$ cat src/pkg/dsiru_pkg.sv
// shared constants and types of the dsi pixel unpacker and reply composer
// Contract
// loose 18-bit components taken from bits 7:2
// 24-bit pixels are red, green, blue bytes
// each component arrives least significant bit first
// long packet: id, count, ecc, payload, checksum
// host sends line lengths in multiples of three
// turn bus around after every reply
// acknowledge only when nothing erred since last reply
// no reply without host turnaround request
// clean non-read command answered with acknowledge
// clean read request answered with read data
// single-bit read: data then error report
// single-bit command executes, then error report
// multi-bit read: error report only, no data
// multi-bit command not executed, error report sent
// fatal errors: report only, no access at all
// sync or checksum errors: report, no read data
// reported error flags cleared from error register
// reply types 0x02, 0x08, 0x1C; replies here use 0x02, 0x1C, 0x21, 0x22, never 0x08
// acknowledge trigger byte 00100001 in wire order
// short read: id, two data, ecc; pad zero
// error report: id, bits 0-7, 8-15, ecc
// error bits 0-13 one per detected error
// payload crc x16+x12+x5+1, empty gives 0xFFFF
// error flags sticky until next reply reports them
package dsiru_pkg;
   localparam logic [5:0] DT_LOOSE18 = 6'h2E;
   localparam logic [5:0] DT_RGB24 = 6'h3E;
   localparam logic [5:0] DT_ERR_RPT = 6'h02;
   localparam logic [5:0] DT_EOT = 6'h08;
   localparam logic [5:0] DT_LONG_READ = 6'h1C;
   localparam logic [5:0] DT_SHORT_READ1 = 6'h21;
   localparam logic [5:0] DT_SHORT_READ2 = 6'h22;
   localparam logic [63:0] DT_KNOWN = 64'h4286_421E_423E_437E;
   localparam logic [63:0] DT_READ = 64'h0000_0010_0010_0050;
   localparam logic [63:0] DT_LONG = 64'h4200_4200_4200_4200;
   localparam logic [7:0] ACK_TRIGGER = 8'h84;
   localparam logic [15:0] CRC_INIT = 16'hFFFF;
   localparam logic [15:0] CRC_POLY_REV = 16'h8408;
   localparam logic [15:0] LONG_READ_WC = 16'h0002;
   localparam logic [5:0][23:0] ECC_MASK =
      {24'hEFFC00, 24'hDF03F0, 24'hB8E38E, 24'h749A6D, 24'hF2555B, 24'hF12CB7};
   localparam int ERR_ECC1 = 8;
   localparam int ERR_ECC2 = 9;
   localparam int ERR_CRC = 10;
   localparam int ERR_TYPE = 11;
   localparam int ERR_VC = 12;
   localparam int ERR_LEN = 13;
   localparam int ERR_PROTO = 15;
   localparam logic [15:0] ERR_NO_EXEC = 16'h9A03;
   localparam logic [15:0] ERR_NO_READ = 16'h9E17;
   localparam logic [15:0] ERR_RESET = 16'h0000;
   localparam logic [3:0] SHORT_BYTES = 4'h4;
   localparam int PIX_W = 24;
   localparam int FIFO_DEPTH = 8;

   typedef enum logic [3:0] {
      RX_HDR = 4'b0001,
      RX_PAY = 4'b0010,
      RX_CRC = 4'b0100,
      RX_SKIP = 4'b1000
   } dsiru_rx_type;

   typedef enum logic [2:0] {
      RS_IDLE = 3'b001,
      RS_SEND = 3'b010,
      RS_TURN = 3'b100
   } dsiru_rs_type;

   typedef struct packed {
      logic [7:0] r;
      logic [7:0] g;
      logic [7:0] b;
   } dsiru_pix_type;

   typedef struct packed {
      logic [2:0] s1;
      logic [2:0] s2;
      logic clkPrev;
      logic actPrev;
      dsiru_rx_type rx;
      logic [1:0] hIdx;
      logic [2:0] bitCnt;
      logic [7:0] sh;
      logic [23:0] hdr;
      logic [15:0] wc;
      logic [15:0] crc;
      logic [7:0] crcLo;
      logic [1:0] comp;
      logic [7:0] pr;
      logic [7:0] pg;
      logic loose;
      logic pixOn;
      logic [15:0] txErr;
      logic [15:0] errReg;
      logic readPend;
      logic cmdValid;
      logic [5:0] cmdDt;
      logic [15:0] cmdParam;
      logic readReq;
      logic pixPush;
      dsiru_pix_type pix;
      dsiru_rs_type rs;
      logic [95:0] respBuf;
      logic [3:0] respLeft;
      logic respTrig;
   } dsiru_state_type;
endpackage

$ cat src/rtl/dsiru_unpack.sv
// dsi pixel unpacker, command decoder and reply composer with pixel fifo
// ****************************************************************
// pixel fifo
// ****************************************************************
module dsiru_fifo
   import dsiru_pkg::*;
#(
   parameter int W = PIX_W,
   parameter int D = FIFO_DEPTH
)
(
   input wire logic ref_clk,
   input wire logic reset,
   input wire logic inValid,
   output logic inReady,
   input wire logic [W-1:0] inData,
   output logic outValid,
   input wire logic outReady,
   output logic [W-1:0] outData
);
   localparam int AW = $clog2(D);
   logic [W-1:0] mem [D];
   logic [AW:0] wp;
   logic [AW:0] rp;
   logic full;
   logic empty;

   assign empty = wp == rp;
   assign full = (wp[AW] != rp[AW]) && (wp[AW-1:0] == rp[AW-1:0]);
   assign inReady = !full;
   assign outValid = !empty;
   assign outData = mem[rp[AW-1:0]];

   always_ff @(posedge ref_clk)
   begin
      if (reset)
      begin
         wp <= '0;
         rp <= '0;
      end
      else
      begin
         if (inValid && !full)
         begin
            mem[wp[AW-1:0]] <= inData;
            wp <= wp + 1'b1;
         end
         if (outReady && !empty)
            rp <= rp + 1'b1;
      end
   end
endmodule

// ****************************************************************
// unpacker top
// ****************************************************************
module dsiru_unpack
   import dsiru_pkg::*;
(
   input wire logic ref_clk,
   input wire logic reset,
   input wire logic linkClk,
   input wire logic linkData,
   input wire logic linkActive,
   input wire logic [1:0] vcId,
   input wire logic [7:0] phyErr,
   input wire logic protoErr,
   input wire logic btaIn,
   output logic cmdValid,
   output logic readReq,
   output logic [5:0] cmdDt,
   output logic [15:0] cmdParam,
   input wire logic [15:0] readData,
   input wire logic readTwo,
   input wire logic readLong,
   output logic pixValid,
   input wire logic pixReady,
   output dsiru_pix_type pixData,
   output logic fillReady,
   output logic pixDrop,
   output logic respValid,
   input wire logic respReady,
   output logic [7:0] respByte,
   output logic respTrig,
   output logic respLast,
   output logic btaOut,
   output logic [15:0] errReport
);
   dsiru_state_type st;
   dsiru_state_type next_st;
   logic [15:0] newErr;
   logic [7:0] rxByte;
   logic byteStb;
   logic [23:0] fixed;
   logic [5:0] syn;
   logic hit;
   logic single;
   logic multi;
   logic [5:0] dt;
   logic [15:0] pErr;
   logic [7:0] bv;
   logic launch;
   logic rdOk;
   logic [23:0] hs;
   logic [23:0] hl;
   logic [23:0] hr;
   logic [15:0] rcrc;
   logic [7:0] d1;

   function automatic logic [7:0] eccOf(input logic [23:0] d);
      logic [7:0] e;
      e = '0;
      for (int k = 0; k < 6; k++)
         e[k] = ^(d & ECC_MASK[k]);
      return e;
   endfunction

   // reflected form of x16+x12+x5+1, bits fed lsb first
   function automatic logic [15:0] crcByte(input logic [15:0] c, input logic [7:0] d);
      logic [15:0] x;
      x = c;
      for (int b = 0; b < 8; b++)
         x = (x[0] ^ d[b]) ? ((x >> 1) ^ CRC_POLY_REV) : (x >> 1);
      return x;
   endfunction

   assign launch = (st.rs == RS_IDLE) && btaIn;
   assign rdOk = st.readPend && ((st.errReg & ERR_NO_READ) == '0);

   always_comb
   begin
      next_st = st;
      next_st.s1 = {linkActive, linkData, linkClk};
      next_st.s2 = st.s1;
      next_st.clkPrev = st.s2[0];
      next_st.actPrev = st.s2[2];
      next_st.cmdValid = 1'b0;
      next_st.readReq = 1'b0;
      next_st.pixPush = 1'b0;
      newErr = {8'h00, phyErr};
      newErr[ERR_PROTO] = protoErr;
      rxByte = {st.s2[1], st.sh[7:1]};
      byteStb = 1'b0;
      syn = '0;
      hit = 1'b0;
      fixed = st.hdr;
      single = 1'b0;
      multi = 1'b0;
      dt = '0;
      pErr = '0;
      bv = '0;
      if (st.s2[2] && !st.actPrev)
      begin
         next_st.txErr = '0;
         next_st.rx = RX_HDR;
         next_st.hIdx = '0;
         next_st.bitCnt = '0;
      end
      else if (!st.s2[2] && st.actPrev)
      begin
         // frame ended inside a packet
         if (st.rx != RX_SKIP && (st.rx != RX_HDR || st.hIdx != '0 || st.bitCnt != '0))
            newErr[ERR_LEN] = 1'b1;
         next_st.rx = RX_HDR;
         next_st.hIdx = '0;
         next_st.bitCnt = '0;
      end
      else if (st.s2[2] && st.s2[0] && !st.clkPrev)
      begin
         next_st.sh = rxByte;
         next_st.bitCnt = st.bitCnt + 3'h1;
         byteStb = st.bitCnt == 3'h7;
      end
      if (byteStb)
      begin
         case (st.rx)
            RX_HDR:
            begin
               if (st.hIdx != 2'h3)
               begin
                  next_st.hdr[8*st.hIdx +: 8] = rxByte;
                  next_st.hIdx = st.hIdx + 2'h1;
               end
               else
               begin
                  next_st.hIdx = '0;
                  syn = rxByte[5:0] ^ 6'(eccOf(st.hdr));
                  for (int i = 0; i < 24; i++)
                  begin
                     if (syn != '0 && syn == {ECC_MASK[5][i], ECC_MASK[4][i], ECC_MASK[3][i],
                                              ECC_MASK[2][i], ECC_MASK[1][i], ECC_MASK[0][i]})
                     begin
                        fixed[i] = !st.hdr[i];
                        hit = 1'b1;
                     end
                  end
                  single = (syn != '0) && (hit || $onehot(syn));
                  multi = (syn != '0) && !single;
                  dt = fixed[5:0];
                  pErr[ERR_ECC1] = single;
                  pErr[ERR_ECC2] = multi;
                  pErr[ERR_VC] = !multi && (fixed[7:6] != vcId);
                  pErr[ERR_TYPE] = !multi && !DT_KNOWN[dt];
                  newErr = newErr | pErr;
                  if (multi || !DT_KNOWN[dt])
                     next_st.rx = RX_SKIP; // length cannot be trusted
                  else if (DT_LONG[dt])
                  begin
                     next_st.wc = fixed[23:8];
                     next_st.crc = CRC_INIT;
                     next_st.comp = '0;
                     next_st.loose = dt == DT_LOOSE18;
                     next_st.pixOn = !pErr[ERR_VC] && (dt == DT_LOOSE18 || dt == DT_RGB24);
                     next_st.rx = (fixed[23:8] == '0) ? RX_CRC : RX_PAY;
                  end
                  else if (((st.txErr | newErr) & ERR_NO_EXEC) == '0 && dt != DT_EOT)
                  begin
                     next_st.cmdDt = dt;
                     next_st.cmdParam = fixed[23:8];
                     if (DT_READ[dt])
                     begin
                        next_st.readReq = 1'b1;
                        next_st.readPend = 1'b1;
                     end
                     else
                        next_st.cmdValid = 1'b1;
                  end
               end
            end
            RX_PAY:
            begin
               next_st.crc = crcByte(st.crc, rxByte);
               next_st.wc = st.wc - 16'h1;
               bv = st.loose ? {rxByte[7:2], 2'b00} : rxByte;
               if (st.pixOn)
               begin
                  // red, green, blue, one byte each
                  next_st.comp = (st.comp == 2'h2) ? 2'h0 : st.comp + 2'h1;
                  if (st.comp == 2'h0)
                     next_st.pr = bv;
                  else if (st.comp == 2'h1)
                     next_st.pg = bv;
                  else
                  begin
                     next_st.pix = '{r: st.pr, g: st.pg, b: bv};
                     next_st.pixPush = 1'b1;
                  end
               end
               if (st.wc == 16'h1)
               begin
                  next_st.rx = RX_CRC;
                  next_st.hIdx = '0;
               end
            end
            RX_CRC:
            begin
               if (st.hIdx == 2'h0)
               begin
                  next_st.crcLo = rxByte;
                  next_st.hIdx = 2'h1;
               end
               else
               begin
                  newErr[ERR_CRC] = {rxByte, st.crcLo} != st.crc;
                  next_st.rx = RX_HDR;
                  next_st.hIdx = '0;
               end
            end
            RX_SKIP:
               next_st.rx = RX_SKIP;
            default:
               next_st.rx = RX_HDR;
         endcase
      end
      next_st.txErr = next_st.txErr | newErr;
      // a detection in the clearing cycle survives into the next report
      next_st.errReg = (launch ? ERR_RESET : st.errReg) | newErr;
      d1 = readTwo ? readData[15:8] : 8'h00;
      hs = {d1, readData[7:0], vcId, readTwo ? DT_SHORT_READ2 : DT_SHORT_READ1};
      hl = {LONG_READ_WC, vcId, DT_LONG_READ};
      hr = {st.errReg, vcId, DT_ERR_RPT};
      rcrc = crcByte(crcByte(CRC_INIT, readData[7:0]), readData[15:8]);
      case (st.rs)
         RS_IDLE:
         begin
            if (launch)
            begin
               next_st.rs = RS_SEND;
               next_st.readPend = 1'b0;
               next_st.respTrig = 1'b0;
               if (rdOk)
               begin
                  // read data first, report after it in the same transmission
                  if (readLong)
                     next_st.respBuf = {eccOf(hr), hr, rcrc, readData, eccOf(hl), hl};
                  else
                     next_st.respBuf = {32'h0, eccOf(hr), hr, eccOf(hs), hs};
                  next_st.respLeft = (readLong ? 4'h8 : SHORT_BYTES) +
                     ((st.errReg != '0) ? SHORT_BYTES : 4'h0);
               end
               else if (st.errReg != '0)
               begin
                  next_st.respBuf = {64'h0, eccOf(hr), hr};
                  next_st.respLeft = SHORT_BYTES;
               end
               else
               begin
                  next_st.respBuf = {88'h0, ACK_TRIGGER};
                  next_st.respLeft = 4'h1;
                  next_st.respTrig = 1'b1;
               end
            end
         end
         RS_SEND:
         begin
            if (respReady)
            begin
               next_st.respBuf = st.respBuf >> 8;
               next_st.respLeft = st.respLeft - 4'h1;
               if (st.respLeft == 4'h1)
                  next_st.rs = RS_TURN;
            end
         end
         RS_TURN:
         begin
            next_st.rs = RS_IDLE;
            next_st.respTrig = 1'b0;
         end
         default:
            next_st.rs = RS_IDLE;
      endcase
   end

   always_ff @(posedge ref_clk)
   begin
      if (reset)
      begin
         st <= '0;
         st.rx <= RX_HDR;
         st.rs <= RS_IDLE;
         st.errReg <= ERR_RESET;
      end
      else
         st <= next_st;
   end

   dsiru_fifo #(.W(PIX_W), .D(FIFO_DEPTH)) u_fifo (
      .ref_clk(ref_clk),
      .reset(reset),
      .inValid(st.pixPush),
      .inReady(fillReady),
      .inData(st.pix),
      .outValid(pixValid),
      .outReady(pixReady),
      .outData(pixData)
   );

   assign pixDrop = st.pixPush && !fillReady;
   assign cmdValid = st.cmdValid;
   assign readReq = st.readReq;
   assign cmdDt = st.cmdDt;
   assign cmdParam = st.cmdParam;
   assign respValid = st.rs == RS_SEND;
   assign respByte = st.respBuf[7:0];
   assign respTrig = st.respTrig;
   assign respLast = (st.rs == RS_SEND) && (st.respLeft == 4'h1);
   assign btaOut = st.rs == RS_TURN;
   assign errReport = st.errReg;
endmodule

$ cat config.mk
export PLATFORM = sky130hd
export DESIGN_NAME = dsiru_unpack
export DESIGN_NICKNAME = d
export VERILOG_FILES = /design/src/pkg/dsiru_pkg.sv /design/src/rtl/dsiru_unpack.sv
export SDC_FILE = /design/constraint.sdc
export NUM_CORES = 1
export LEC_CHECK = 0
export BUFFER_PORTS_ARGS = -buffer_cell sky130_fd_sc_hd__buf_4
export CORE_UTILIZATION = 62
export DETAILED_ROUTE_END_ITERATION = 7
export PLACE_DENSITY_LB_ADDON = 0.3
export SETUP_SLACK_MARGIN = 0.5
export SYNTH_ARGS = -nofsm -noshare
export SYNTH_HDL_FRONTEND = slang
export SYNTH_HIERARCHICAL = 1
export SYNTH_SLANG_ARGS = --single-unit
$ cat constraint.sdc
create_clock -name ref_clk -period 5.1 [get_ports ref_clk]
set_input_delay 0.255 -clock ref_clk [delete_from_list [all_inputs] [get_ports ref_clk]]
set_output_delay 0.255 -clock ref_clk [all_outputs]
set_load 0.01 [all_outputs]
* Word level (Yosys, flattened, before mapping)
Memories as Yosys holds them, arrays and structs flattened. A register that Yosys moved wholly into a read port is not among the register bits.
Cells that the tools add are included.
** Storage, ports and cells
- Register bits :: 303
- Bits in writable memories :: 192
- ROM bits :: 192
- Bits of input ports :: 37
- Word-level logic and storage cells :: 533
- Memories kept :: 4
** Cells by class
- $add $sub $neg :: 14
- Magnitude comparators :: 1
- Eq/ne operators :: 55
- Shift-type cells :: 2
- Mux-type cells :: 229
- Bitwise gates (word level) :: 63
- Reduce and logical (&&, ||, !) cells :: 131
** Memory list
- u_fifo.mem :: words 8, bits a word 24, read ports 1, clocked after memory_dff 1, write ports 1, RTL line dsiru_unpack.sv:22 : logic [W-1:0] mem [D];
- (name not given) :: words 64, bits a word 1, read ports 1, clocked after memory_dff 0, write ports 0, RTL line dsiru_unpack.sv:220 : if (DT_READ[dt])
- (name not given) :: words 64, bits a word 1, read ports 1, clocked after memory_dff 0, write ports 0, RTL line dsiru_unpack.sv:207 : else if (DT_LONG[dt])
- (name not given) :: words 64, bits a word 1, read ports 1, clocked after memory_dff 0, write ports 0, RTL line dsiru_unpack.sv:205 : if (multi || !DT_KNOWN[dt])
** Operators by type and width (count)
- 24-bit parity :: 23
- 16-bit two-way mux :: 28
- 25-bit two-way mux :: 9
- 100-bit one-hot mux with 2 select lines :: 1
- 1-bit two-way mux :: 144
- 104-bit two-way mux :: 1
- 103-bit two-way mux :: 1
- 98-bit two-way mux :: 1
- 32-bit two-way mux :: 3
- 94-bit two-way mux :: 1
- 6-bit == test, second input constant :: 15
- 2-bit inverter with 3-bit output :: 23
- 32-bit one-hot mux with 2 select lines :: 1
- 50-bit two-way mux :: 1
- 16-bit zero test :: 3
- 16-bit bitwise OR :: 3
- 6-bit by 5-bit == test with 1-bit output, second input constant :: 7
- 1-bit logical AND :: 42
- 34-bit two-way mux :: 1
- 5-bit negator with 34-bit output :: 1
- 8-bit by 34-bit variable shift with 24-bit output, first input constant :: 1
- 8-bit by 34-bit indexed part select with 24-bit output :: 1
- 1-bit zero test :: 33
- 8-bit two-way mux :: 4
- 65 further kinds :: 147

* Depth between registers and ports, before layout
Gate-level depths: netlist (run 1).
- Word-level depth :: 49
- Mapped depth :: 21

* By module
The synthesis (run 1) kept the hierarchy.
** Modules (own cells, without submodules)
- dsiru_unpack :: instances 1, cells each 1953, area each 16021.6 µm²
- dsiru_fifo :: instances 1, cells each 361, area each 7931.4 µm²

* Least setup slack after synthesis (run 1)
No wires, ideal clock.
- Path kind :: reg-to-reg
- Start point :: reg st[253] (netlist name)
- End point :: reg st[187] (netlist name)
- Arrival time :: 4671 ps
- Setup slack :: 362 ps
- Cell stages (with the launch flop) :: 19
- Cells stage by stage :: dfxtp_1 xnor3_1 xnor3_1 buf_2 xnor2_1 inv_1 ha_1 inv_1 fa_1 nor2_1 fa_1 o31ai_1 a31oi_1 and4_4 buf_6 a2111o_1 buf_6 or3_1 a21oi_2
** Between the ends
- Word-level cells in the longest chain between the ends :: 38
** RTL lines
- start: declaration :: RTL line dsiru_unpack.sv:89 : dsiru_state_type st;
- start signal: assignment :: RTL line dsiru_unpack.sv:344 : st <= next_st;
- 24-bit parity :: RTL line dsiru_unpack.sv:114 : e[k] = ^(d & ECC_MASK[k]);
- 6-bit XOR (*) :: RTL line dsiru_unpack.sv:187 : syn = rxByte[5:0] ^ 6'(eccOf(st.hdr));
- 6-bit by 3-bit == test with 1-bit output or 6-bit nonzero test (tied branches) :: RTL line dsiru_unpack.sv:190, dsiru_unpack.sv:197, dsiru_unpack.sv:198
- 1-bit logical AND :: RTL line dsiru_unpack.sv:190 : if (syn != '0 && syn == {ECC_MASK[5][i], ECC_MASK[4][i], ECC_MASK[3][i],
- 1-bit two-way mux (24 in series) :: RTL line dsiru_unpack.sv:190
- 1-bit two-way mux :: RTL line dsiru_unpack.sv:179 : if (st.hIdx != 2'h3)
- 1-bit two-way mux :: RTL line dsiru_unpack.sv:176 : case (st.rx)
- 1-bit two-way mux :: RTL line dsiru_unpack.sv:174 : if (byteStb)
- 1-bit logical OR :: RTL line dsiru_unpack.sv:197 : single = (syn != '0) && (hit || $onehot(syn));
- 1-bit logical AND :: RTL line dsiru_unpack.sv:197
- 1-bit zero test :: RTL line dsiru_unpack.sv:198 : multi = (syn != '0) && !single;
- 1-bit logical AND :: RTL line dsiru_unpack.sv:198
- 1-bit logical OR :: RTL line dsiru_unpack.sv:205
- 1-bit inverter (no source line)
- 5-bit AND reduction (no source line)
Every way passes the cells marked *; elsewhere a longest branch is shown, timed or not. The select of a mux whose other input is x is not followed.
A chain may end at the register's enable or synchronous reset.

* Worst setup path after layout (run 1)
- Start point :: reg st[259] (netlist name)
- End point :: reg st[230] (netlist name)
** Between the ends
- Word-level cells in the longest chain between the ends :: 38
** RTL lines (RTL line)
- 24-bit parity :: dsiru_unpack.sv:114
- 6-bit XOR (*) :: dsiru_unpack.sv:187
- 6-bit by 3-bit == test with 1-bit output or 6-bit nonzero test (tied branches) :: dsiru_unpack.sv:190, dsiru_unpack.sv:197, dsiru_unpack.sv:198
- 1-bit logical AND :: dsiru_unpack.sv:190
- 1-bit two-way mux (24 in series) :: dsiru_unpack.sv:190
- 1-bit two-way mux :: dsiru_unpack.sv:179
- 1-bit two-way mux :: dsiru_unpack.sv:176
- 1-bit two-way mux :: dsiru_unpack.sv:174
- 1-bit logical OR :: dsiru_unpack.sv:197
- 1-bit logical AND :: dsiru_unpack.sv:197
- 1-bit zero test :: dsiru_unpack.sv:198
- 1-bit logical AND :: dsiru_unpack.sv:198
- 1-bit logical OR :: dsiru_unpack.sv:205
- 2-bit != test (no source line)
- 5-bit AND reduction (no source line)
Marked as above.

==> results of run 1 <==
area by class of cell:
cell class	count	area, sq um	share of cell area
clock inverters	29	408	0.0151
multi-input cells	1573	11300	0.418
flip-flops and latches	483	11600	0.429
inverters	44	165	0.00610
clock buffers	61	1340	0.0496
repair buffers	202	1580	0.0585
well taps	511	639	0.0236
report_power, final:
part	internal (mW)	switching (mW)	leakage [nW]	total, mW
Combinational	0.396	0.438	4.79	0.834
Sequential	4.04	0.0983	4.14	4.14
Clock	2.29	1.56	0.841	3.86
worst register-to-register path, stage by stage, from the launching register on:
cell and delay (ps):
sky130_fd_sc_hd__dfxtp_1 500, sky130_fd_sc_hd__xnor3_2 340, sky130_fd_sc_hd__xnor3_2 460, sky130_fd_sc_hd__xnor2_4 180, sky130_fd_sc_hd__ha_4 270, sky130_fd_sc_hd__inv_2 30
sky130_fd_sc_hd__fa_1 570, sky130_fd_sc_hd__nor2_2 60, sky130_fd_sc_hd__fa_1 470, sky130_fd_sc_hd__o31ai_2 260, sky130_fd_sc_hd__a31oi_2 70, sky130_fd_sc_hd__and4_4 230
sky130_fd_sc_hd__a2111o_1 530, sky130_fd_sc_hd__buf_6 200, sky130_fd_sc_hd__o211ai_1 160, sky130_fd_sc_hd__o211a_1 160
state kept, by name (all words and copies together) (netlist names), named ones only:
register	flops
st	219
u_fifo/mem	192
cmdParam	16
errReport	15
respByte	8
rxByte	8
cmdDt	6
next_st	5
u_fifo/rp	4
u_fifo/wp	4
cmdValid	1
readReq	1
respTrig	1
logic make-up (layout without fill, tap and decap cells):
kind of cell | Yosys count | after routing | synth area share
compound gates | 448 | 448 | 0.127
xor+xnor | 236 | 236 | 0.101
fa+ha+maj | 33 | 33 | 0.0179
buf+inv | 259 | 336 | 0.0524
flops | 483 | 483 | 0.484
mux | 116 | 116 | 0.0759
other cells | 1 | 1 | 0.000157
simple gates | 738 | 739 | 0.142
layer usage:
layer  wire length [um]  share of wire
met1              26000           0.41
met4               1950          0.031
met2              29300           0.47
met5                  0              0
met3               5520          0.088
final timing paths:
check,to,slack [ps],cells past startpoint
worst min-delay path,st[50],20,3
worst max-delay path,st[230],560,15
worst min register to register,st[81],450,2
worst max register to register,st[230],560,15
Yosys cell counts (31+ instances only):
cell | n | area share
sky130_fd_sc_hd__dfxtp_1 | 291 | 0.24
sky130_fd_sc_hd__nor2_1 | 217 | 0.034
sky130_fd_sc_hd__nand2_1 | 209 | 0.033
sky130_fd_sc_hd__edfxtp_1 | 192 | 0.24
sky130_fd_sc_hd__a21oi_1 | 158 | 0.033
sky130_fd_sc_hd__xnor2_1 | 139 | 0.051
sky130_fd_sc_hd__clkbuf_1 | 124 | 0.019
sky130_fd_sc_hd__nand3_1 | 91 | 0.019
sky130_fd_sc_hd__nor3_1 | 86 | 0.018
sky130_fd_sc_hd__xor2_1 | 70 | 0.026
sky130_fd_sc_hd__o21ai_0 | 59 | 0.012
sky130_fd_sc_hd__buf_4 | 48 | 0.015
sky130_fd_sc_hd__mux4_2 | 48 | 0.045
sky130_fd_sc_hd__inv_1 | 43 | 0.0067
sky130_fd_sc_hd__a211oi_1 | 42 | 0.013
sky130_fd_sc_hd__a221oi_1 | 41 | 0.015
sky130_fd_sc_hd__mux2i_1 | 34 | 0.014
sky130_fd_sc_hd__ha_1 | 31 | 0.016
what timing repair did:
item / CTS / global route
cloned: 0 / 1
resized for setup: 3 / 35
setup buffers: 5 / 6
hold buffers: 19 / 0
pin swaps: 5 / 19
endpoints found under the hold margin: 23 / 0
setup endpoints to repair: 35 / 64
cell usage in the layout, fill, tap and decap left out, types with 56 or more instances in the layout:
cell type	count
sky130_fd_sc_hd__xor2_1	70
sky130_fd_sc_hd__xnor2_1	136
sky130_fd_sc_hd__a21oi_1	157
sky130_fd_sc_hd__nand3_1	91
sky130_fd_sc_hd__dfxtp_1	279
sky130_fd_sc_hd__nand2_1	208
sky130_fd_sc_hd__nor2_1	210
sky130_fd_sc_hd__o21ai_0	56
sky130_fd_sc_hd__edfxtp_1	192
sky130_fd_sc_hd__buf_4	179
sky130_fd_sc_hd__nor3_1	85
metrics by stage:
step	total power [mW]	setup slack, ps	instances
6_report	8.83	564	2903
5_1_grt	9.11	439	2903
4_1_cts	8.88	529	2896
3_5_place_dp	5.04	312	2782
3_3_place_gp	5.01	407	2782
2_1_floorplan	4.81	515	2314
==> results list, run 1 <==
* Die span in x: 199 um
- Along the worst path, the maximum fanout reaches 7.
* Setup TNS: 0 ps
- Number of synthesized flops with an enable pin: about 190
* Number of I/O pins: around 120
- Number of violations reported at the end of detailed-routing iteration 0: between 1,500 and 2,000
- Setup repair after global routing could not meet its margin everywhere.
- TritonCTS built the clock tree.
- Setup violations remaining at the end of the flow were counted as 0.
- The critical path goes through xnor3_2, xnor3_2, xnor2_4, ha_4, inv_2, fa_1, nor2_2, fa_1, o31ai_2, a31oi_2, and4_4, a2111o_1, buf_6, o211ai_1, o211a_1.
- CP max stage cell: sky130_fd_sc_hd__fa_1
* Average footprint of a synthesized cell: approximately 10 sq um
* Mapped Nets: approximately 2,400
- Counting the buffers created by CTS gives 48.
- Critical path startpoint category: register
- The tool flagged a number of max-cap violations equal to 0.
* Unique cell type count in the Yosys netlist: 89
- Ratio of final minimum period to clock period: 0.889
* Startpoint of the worst-slack reg-to-reg timing path: st[259]
- Summing all placed instances gives a cell area of between 20,000 and 25,000 sq um.
* Overall die height: roughly 200 um
- Setup crit start: st[259]
* Final period demand of the worst path: 4540 ps
* Share of layout cells above drive strength 1: 0.175
- Post-synthesis sequential area ratio: 0.484
* Worst Max-Slew Pin Slew: about 1300 ps
- The cell area that synthesis handed to floorplanning was 24,000 sq um.
* Setup CP Type: register to register
- Dividing the detail-routed via count by the number of cells gives between 6 and 7.
- Summing all non-filler instances in the final layout gives an area of around 27,000 sq um.
- The run finished with clean final reports.
- Final cell utilization of the core: 0.715
* Worst-case clock buffer depth: 3
- Number of standard-cell rows in the floorplan: 71
- For the worst setup path, the data arrival time is 5070 ps.
- Counting flops with an async set or reset pin after synthesis yields a share of 0.
- Clock slew at reported path FFs: approximately 70 ps
- The final layout contains routed wiring with a total length of ~63,000 um.
* Routed vias: approximately 18,000
- Based on the critical path, the design can be clocked at up to roughly 220 MHz.
- At the worst endpoint, the required time is about 5600 ps.
* Clock tree sinks: 483
- Maximum number of pins on one net before global-route repair: 126
* Crit end category: register
* Delay of the slowest cell on the worst path: between 500 and 600 ps
- IR analysis of the VDD net gives a maximum drop of 258 uV.
- Summed over all layers, the global routing overflow is 0.
- The number of antenna violations at the first check in global routing is 0.
- In this run the most critical hold path is launched from readData[13].
* Number of levels the H-tree was split into: 2
- The count of buffers added on input and output ports is about 110.
- Synth Register Bits: slightly below 500
- The count of nets left with antenna violations once routing finished came out at 0.
- Layout overhead on the synthesized area: 13.0%
- The via count of the first global-routing pass is around 18,000.
* WHS: approximately 19 ps
- Die Area: just under 40,000 sq um
* Number of antenna repair diodes: 0
* Areal power density over the cells: approximately 330 nW/um^2
- Crit path max-delay family: adder cells
* Synthesis warning total: 6
- Final-report max-slew violation count: 0
* DP Wirelength: roughly 41,000 um
- Most instantiated flip-flop cell in the synthesis netlist: sky130_fd_sc_hd__dfxtp_1
* Final clock skew: approximately 20 ps
- Dividing the detail-routed wire length by the instance count gives 21.6 um.
- Met2 Usage GRT: 0.507
- Hold Vio Cnt, Final: 0
* Net count of the finished layout: approximately 2,400
- Routability-driven placement finished with a final weighted congestion of around 0.96.
- The region available for standard cell placement spans around 38,000 sq um.
* Number of design rule violations left after detail routing: 0
* Most crowded layer after global routing: met2
- For this run, global-route usage on met3 was measured as 0.0615.
* First-pass GRT wire length: around 97,000 um
- Pre-Repair DR Iteration Count: 5
- For this run, the total global-route usage over all layers was measured as 0.319.
- Fraction of met1 tracks used by global routing: 0.434
* Initial core utilization: 0.633
- CTS placed an instance of sky130_fd_sc_hd__clkbuf_16 at the clock tree root.
- Summed over all cells, the static leakage comes to 9.78 nW.
* Slew HR: 0.146
- Fill cell total of the finished layout: between 2,000 and 3,000
- The path class of the tightest hold or removal check is input pin to register.
- Clk Latency, worst-skew pair: about 600 ps
- Synthesis produced a netlist whose cell count is approximately 2,300.
- Number of buffer and inverter instances along the worst setup path: 2
Note: power is estimated with default switching activity, not from simulation.
==> inputs of run 2 (changes only) <==
--- a/config.mk
+++ b/config.mk
@@ -6,8 +6,10 @@
 export NUM_CORES = 1
 export LEC_CHECK = 0
 export BUFFER_PORTS_ARGS = -buffer_cell sky130_fd_sc_hd__buf_4
+export CORE_ASPECT_RATIO = 1.4
 export CORE_UTILIZATION = 62
 export DETAILED_ROUTE_END_ITERATION = 7
+export MAX_ROUTING_LAYER = met4
 export PLACE_DENSITY_LB_ADDON = 0.3
 export SETUP_SLACK_MARGIN = 0.5
 export SYNTH_ARGS = -nofsm -noshare
==> run 2 against run 1 <==
  * Final area decreased by 1.6%
  * First-iteration DRC count up 8.7%
  * Wire length rose by 0.32%
  * Fmax down 1.3%
  * Clock skew shrank 3.0 ps
  * Register-to-register slack got worse by 60 ps
  * Global-route usage increased by 0.67 points
  * Via count down 0.55%
  * Critical path type unchanged
  * Largest cell class unchanged
==> results list, run 2 (synthesized netlist as in run 1, its figures left out) <==
- After floorplanning, the core was divided into 84 placement rows.
- The path class of the tightest hold or removal check is input pin to register.
- Dividing total power by cell area gives a power density of a little over 300 nW/um^2.
* Reg2Reg Capture Point: st[245]
- The flow ran to the end, and the final reports show no timing, DRC or antenna violations.
* Hold Path Depth: 3
* Number of antenna repair diodes: 0
* Net count of the finished layout: between 2,000 and 2,500
- Entering global routing, the biggest net connects 121 pins.
- Dividing the detail-routed via count by the number of cells gives around 6.4.
- The final count of pins violating max slew is 0.
- Before antenna repair, the detailed router went through 6 iterations.
- Net switching component of the power: ~2.0 mW
- Across the run, the number of max-cap violations was 0.
* Critical Path RT: between 5000 and 6000 ps
- Number of violations reported at the end of detailed-routing iteration 0: approximately 1,800
* Slew HR: 0.140
- Across the routed clock network, the largest skew measured is 17.0 ps.
* Overall die height: approximately 230 um
- The number of antenna violations at the first check in global routing is 0.
- Core area: approximately 38,000 sq um
- Remaining antenna violation count after routing: 0
- Final period demand of the worst path: between 4000 and 5000 ps
- Clock latency on the worst-skew pair, taken at its later pin, is roughly 570 ps.
* Number of buffer and inverter instances along the worst setup path: 2
- Setup crit start: st[255]
- Routed vias: 18,200
* Int Pwr: between 6 and 7 mW
- Highest achievable clock rate: around 220 MHz
- Logic depth of the worst register-to-register path: 15
* End point of the critical path: st[245]
- Clock tree sinks: 483
- Clk root buf: sky130_fd_sc_hd__clkbuf_16
- Total power draw: about 8 mW
- Setup violations remaining at the end of the flow were counted as 0.
- Delay of the slowest cell on the worst path: about 550 ps
* Number of I/O pins: 116
- TritonCTS clock tree: yes
- Register name with the most flops: st
- First-pass GRT wire length: slightly below 100,000 um
- Startpoint of the worst-slack reg-to-reg timing path: st[255]
- Port buffering added about 110 buffers.
* Static power due to leakage: between 9 and 10 nW
- Crit-path max FO: 8
* Commonest cells after routing, fill and taps aside: sky130_fd_sc_hd__dfxtp_1 (281), sky130_fd_sc_hd__nor2_1 (210), sky130_fd_sc_hd__nand2_1 (208), sky130_fd_sc_hd__edfxtp_1 (192), sky130_fd_sc_hd__buf_4 (180)
- Flip-flop count of the largest register, all copies and words added: around 220
- Summed over all failing endpoints, the final setup total negative slack is 0 ps.
- The critical path in this run is classified as register to register.
* Layout overhead on the synthesized area: 11.2%
* Most common cell after layout, fill and taps aside: sky130_fd_sc_hd__dfxtp_1
* Unrepaired setup endpoints after global routing: true
- CP max stage cell: sky130_fd_sc_hd__fa_1
- Across the VDD grid, the largest voltage drop is between 200 and 250 uV.
- TritonCTS created 45 clock buffers.
* Wirelength, routed: 63,000 um
- Critical path startpoint category: register
- STA classifies the critical path endpoint as a register.
- The final number of hold-violating endpoints came to 0.
- Counting along the longest clock path gives a buffer depth of 3.
- Of the cells placed in the final design, the portion with a size suffix greater than 1 is 0.169.
- At the pin with the least slew margin, the transition time is around 1300 ps.
- Number of global-route vias before repair: 17,500
- Measured on the finished design, the core utilization comes to 0.704.
- Initial core utilization: 0.633
- Switching share of total power: 0.244
- Die span in x: 168 um
- Setup Slack @ Placement: between 150 and 200 ps
- Broken down by cell family, the worst path's largest delay share belongs to compound AO/OA/AOI/OAI gates.
* Clock slew at reported path FFs: around 60 ps
- Clock power frac: 0.393
- Ratio of final minimum period to clock period: 0.901
* Total global routing track utilization: 0.326
- In this run the number of H-tree levels came out at 2.
* Number of design rule violations left after detail routing: 0
* Critical path depth in cells: 15
- The signal on the critical path passes through xnor3_1, xnor3_2, xnor2_4, inv_2, ha_4, inv_2, fa_1, nor2_2, fa_1, o31ai_1, a31oi_1, and4_4, a2111o_1, a221oi_1, o21ai_0.
- The share of total power dissipated in combinational logic is 0.101.
* Reg-to-reg setup timing slack: approximately 500 ps
- In the final routed layout, each cell accounts on average for 22.0 um.
- Residual overflow from global routing: 0
- The die covers 39,400 sq um.
- Setup slack on the critical path of the routed design comes to around 500 ps.
- Part of the total power dissipated in sequential elements: 0.506
- Data on the critical path arrives at its endpoint at 5030 ps.
* Placer Congestion: just over 1
- Summed over all nets, the half-perimeter wirelength after detailed placement is 41,700 um.
[run 2: changes by cell type in the layout (fill, tap and decap cells not counted), moves of 3 or more]
cell / delta
sky130_fd_sc_hd__buf_12: +3
sky130_fd_sc_hd__clkinv_2: +4
sky130_fd_sc_hd__nor2_2: +4
sky130_fd_sc_hd__xnor2_2: +3
sky130_fd_sc_hd__nor2_4: -4
sky130_fd_sc_hd__bufinv_16: -7
sky130_fd_sc_hd__clkinv_1: +3
sky130_fd_sc_hd__clkinvlp_4: -5
sky130_fd_sc_hd__clkbuf_16: -5
[run 2: what timing repair did]
action | 4_1_cts | 5_1_grt
endpoints found under the setup margin | 60 | 63
hold endpoints to repair | 21 | 0
gates resized for setup | 7 | 21
pin swaps | 3 | 13
hold buffers | 17 | 0
cloned | 0 | 1
buffers inserted | 4 | 11
[run 2: routing by layer]
metal | track usage | vias to the layer above | part of all wire
li1 | - | 8352 | -
met1 | 0.377 | 8828 | 0.38
met2 | 0.558 | 825 | 0.50
met3 | 0.0432 | 190 | 0.070
met4 | 0.164 | 0 | 0.048
met5 | - | - | 0
[run 2: through the flow]
stage	std cells	hold WS (ps)	instance area [sq um]
after floorplan	2314	372	24000
after global placement	2744	423	24800
after detailed placement	2744	427	24800
after CTS	2847	10.8	26500
after global routing	2859	41.8	26600
final	2859	25.2	26600
[run 2: worst min-delay path by stage]
stage | from | endpoint | slack, ps
floorplan | phyErr[0] | errReport[0] | 370
global placement | next_st[290] | rxByte[7] | 420
detailed placement | next_st[289] | next_st[288] | 430
CTS | readData[3] | st[40] | 10
global route | readData[3] | st[40] | 40
finish | readData[3] | st[40] | 30
[run 2: worst register-to-register path: cells and delay by family (launching register included)]
| kind | cells | cell delay (ps) |
|---|---|---|
| xor gates and xnor gates | 3 | 1130 |
| buffers and inverters | 2 | 100 |
| adders and majority gates | 3 | 1250 |
| and+or+nand+nor | 2 | 310 |
| DFF | 1 | 360 |
| AOI/OAI and AO/OA | 5 | 1320 |
[run 2: cell type report]
type | instances | area [sq um]
Clock buffer | 58 | 1230
Clock inverter | 24 | 160
Fill cell | 2753 | 11200
Inverter | 44 | 165
Multi-Input combinational cell | 1572 | 11200
Sequential cell | 483 | 11600
Tap cell | 473 | 592
Timing Repair Buffer | 205 | 1640
[run 2: power groups by stage]
stage,registers [mW],clock network (mW),logic (mW)
CTS,4.15,3.24,0.820
global placement,4.23,0,0.788
detailed placement,4.23,0,0.801
floorplan,4.16,0,0.653
finish,4.14,3.22,0.828
global route,4.16,3.38,0.889
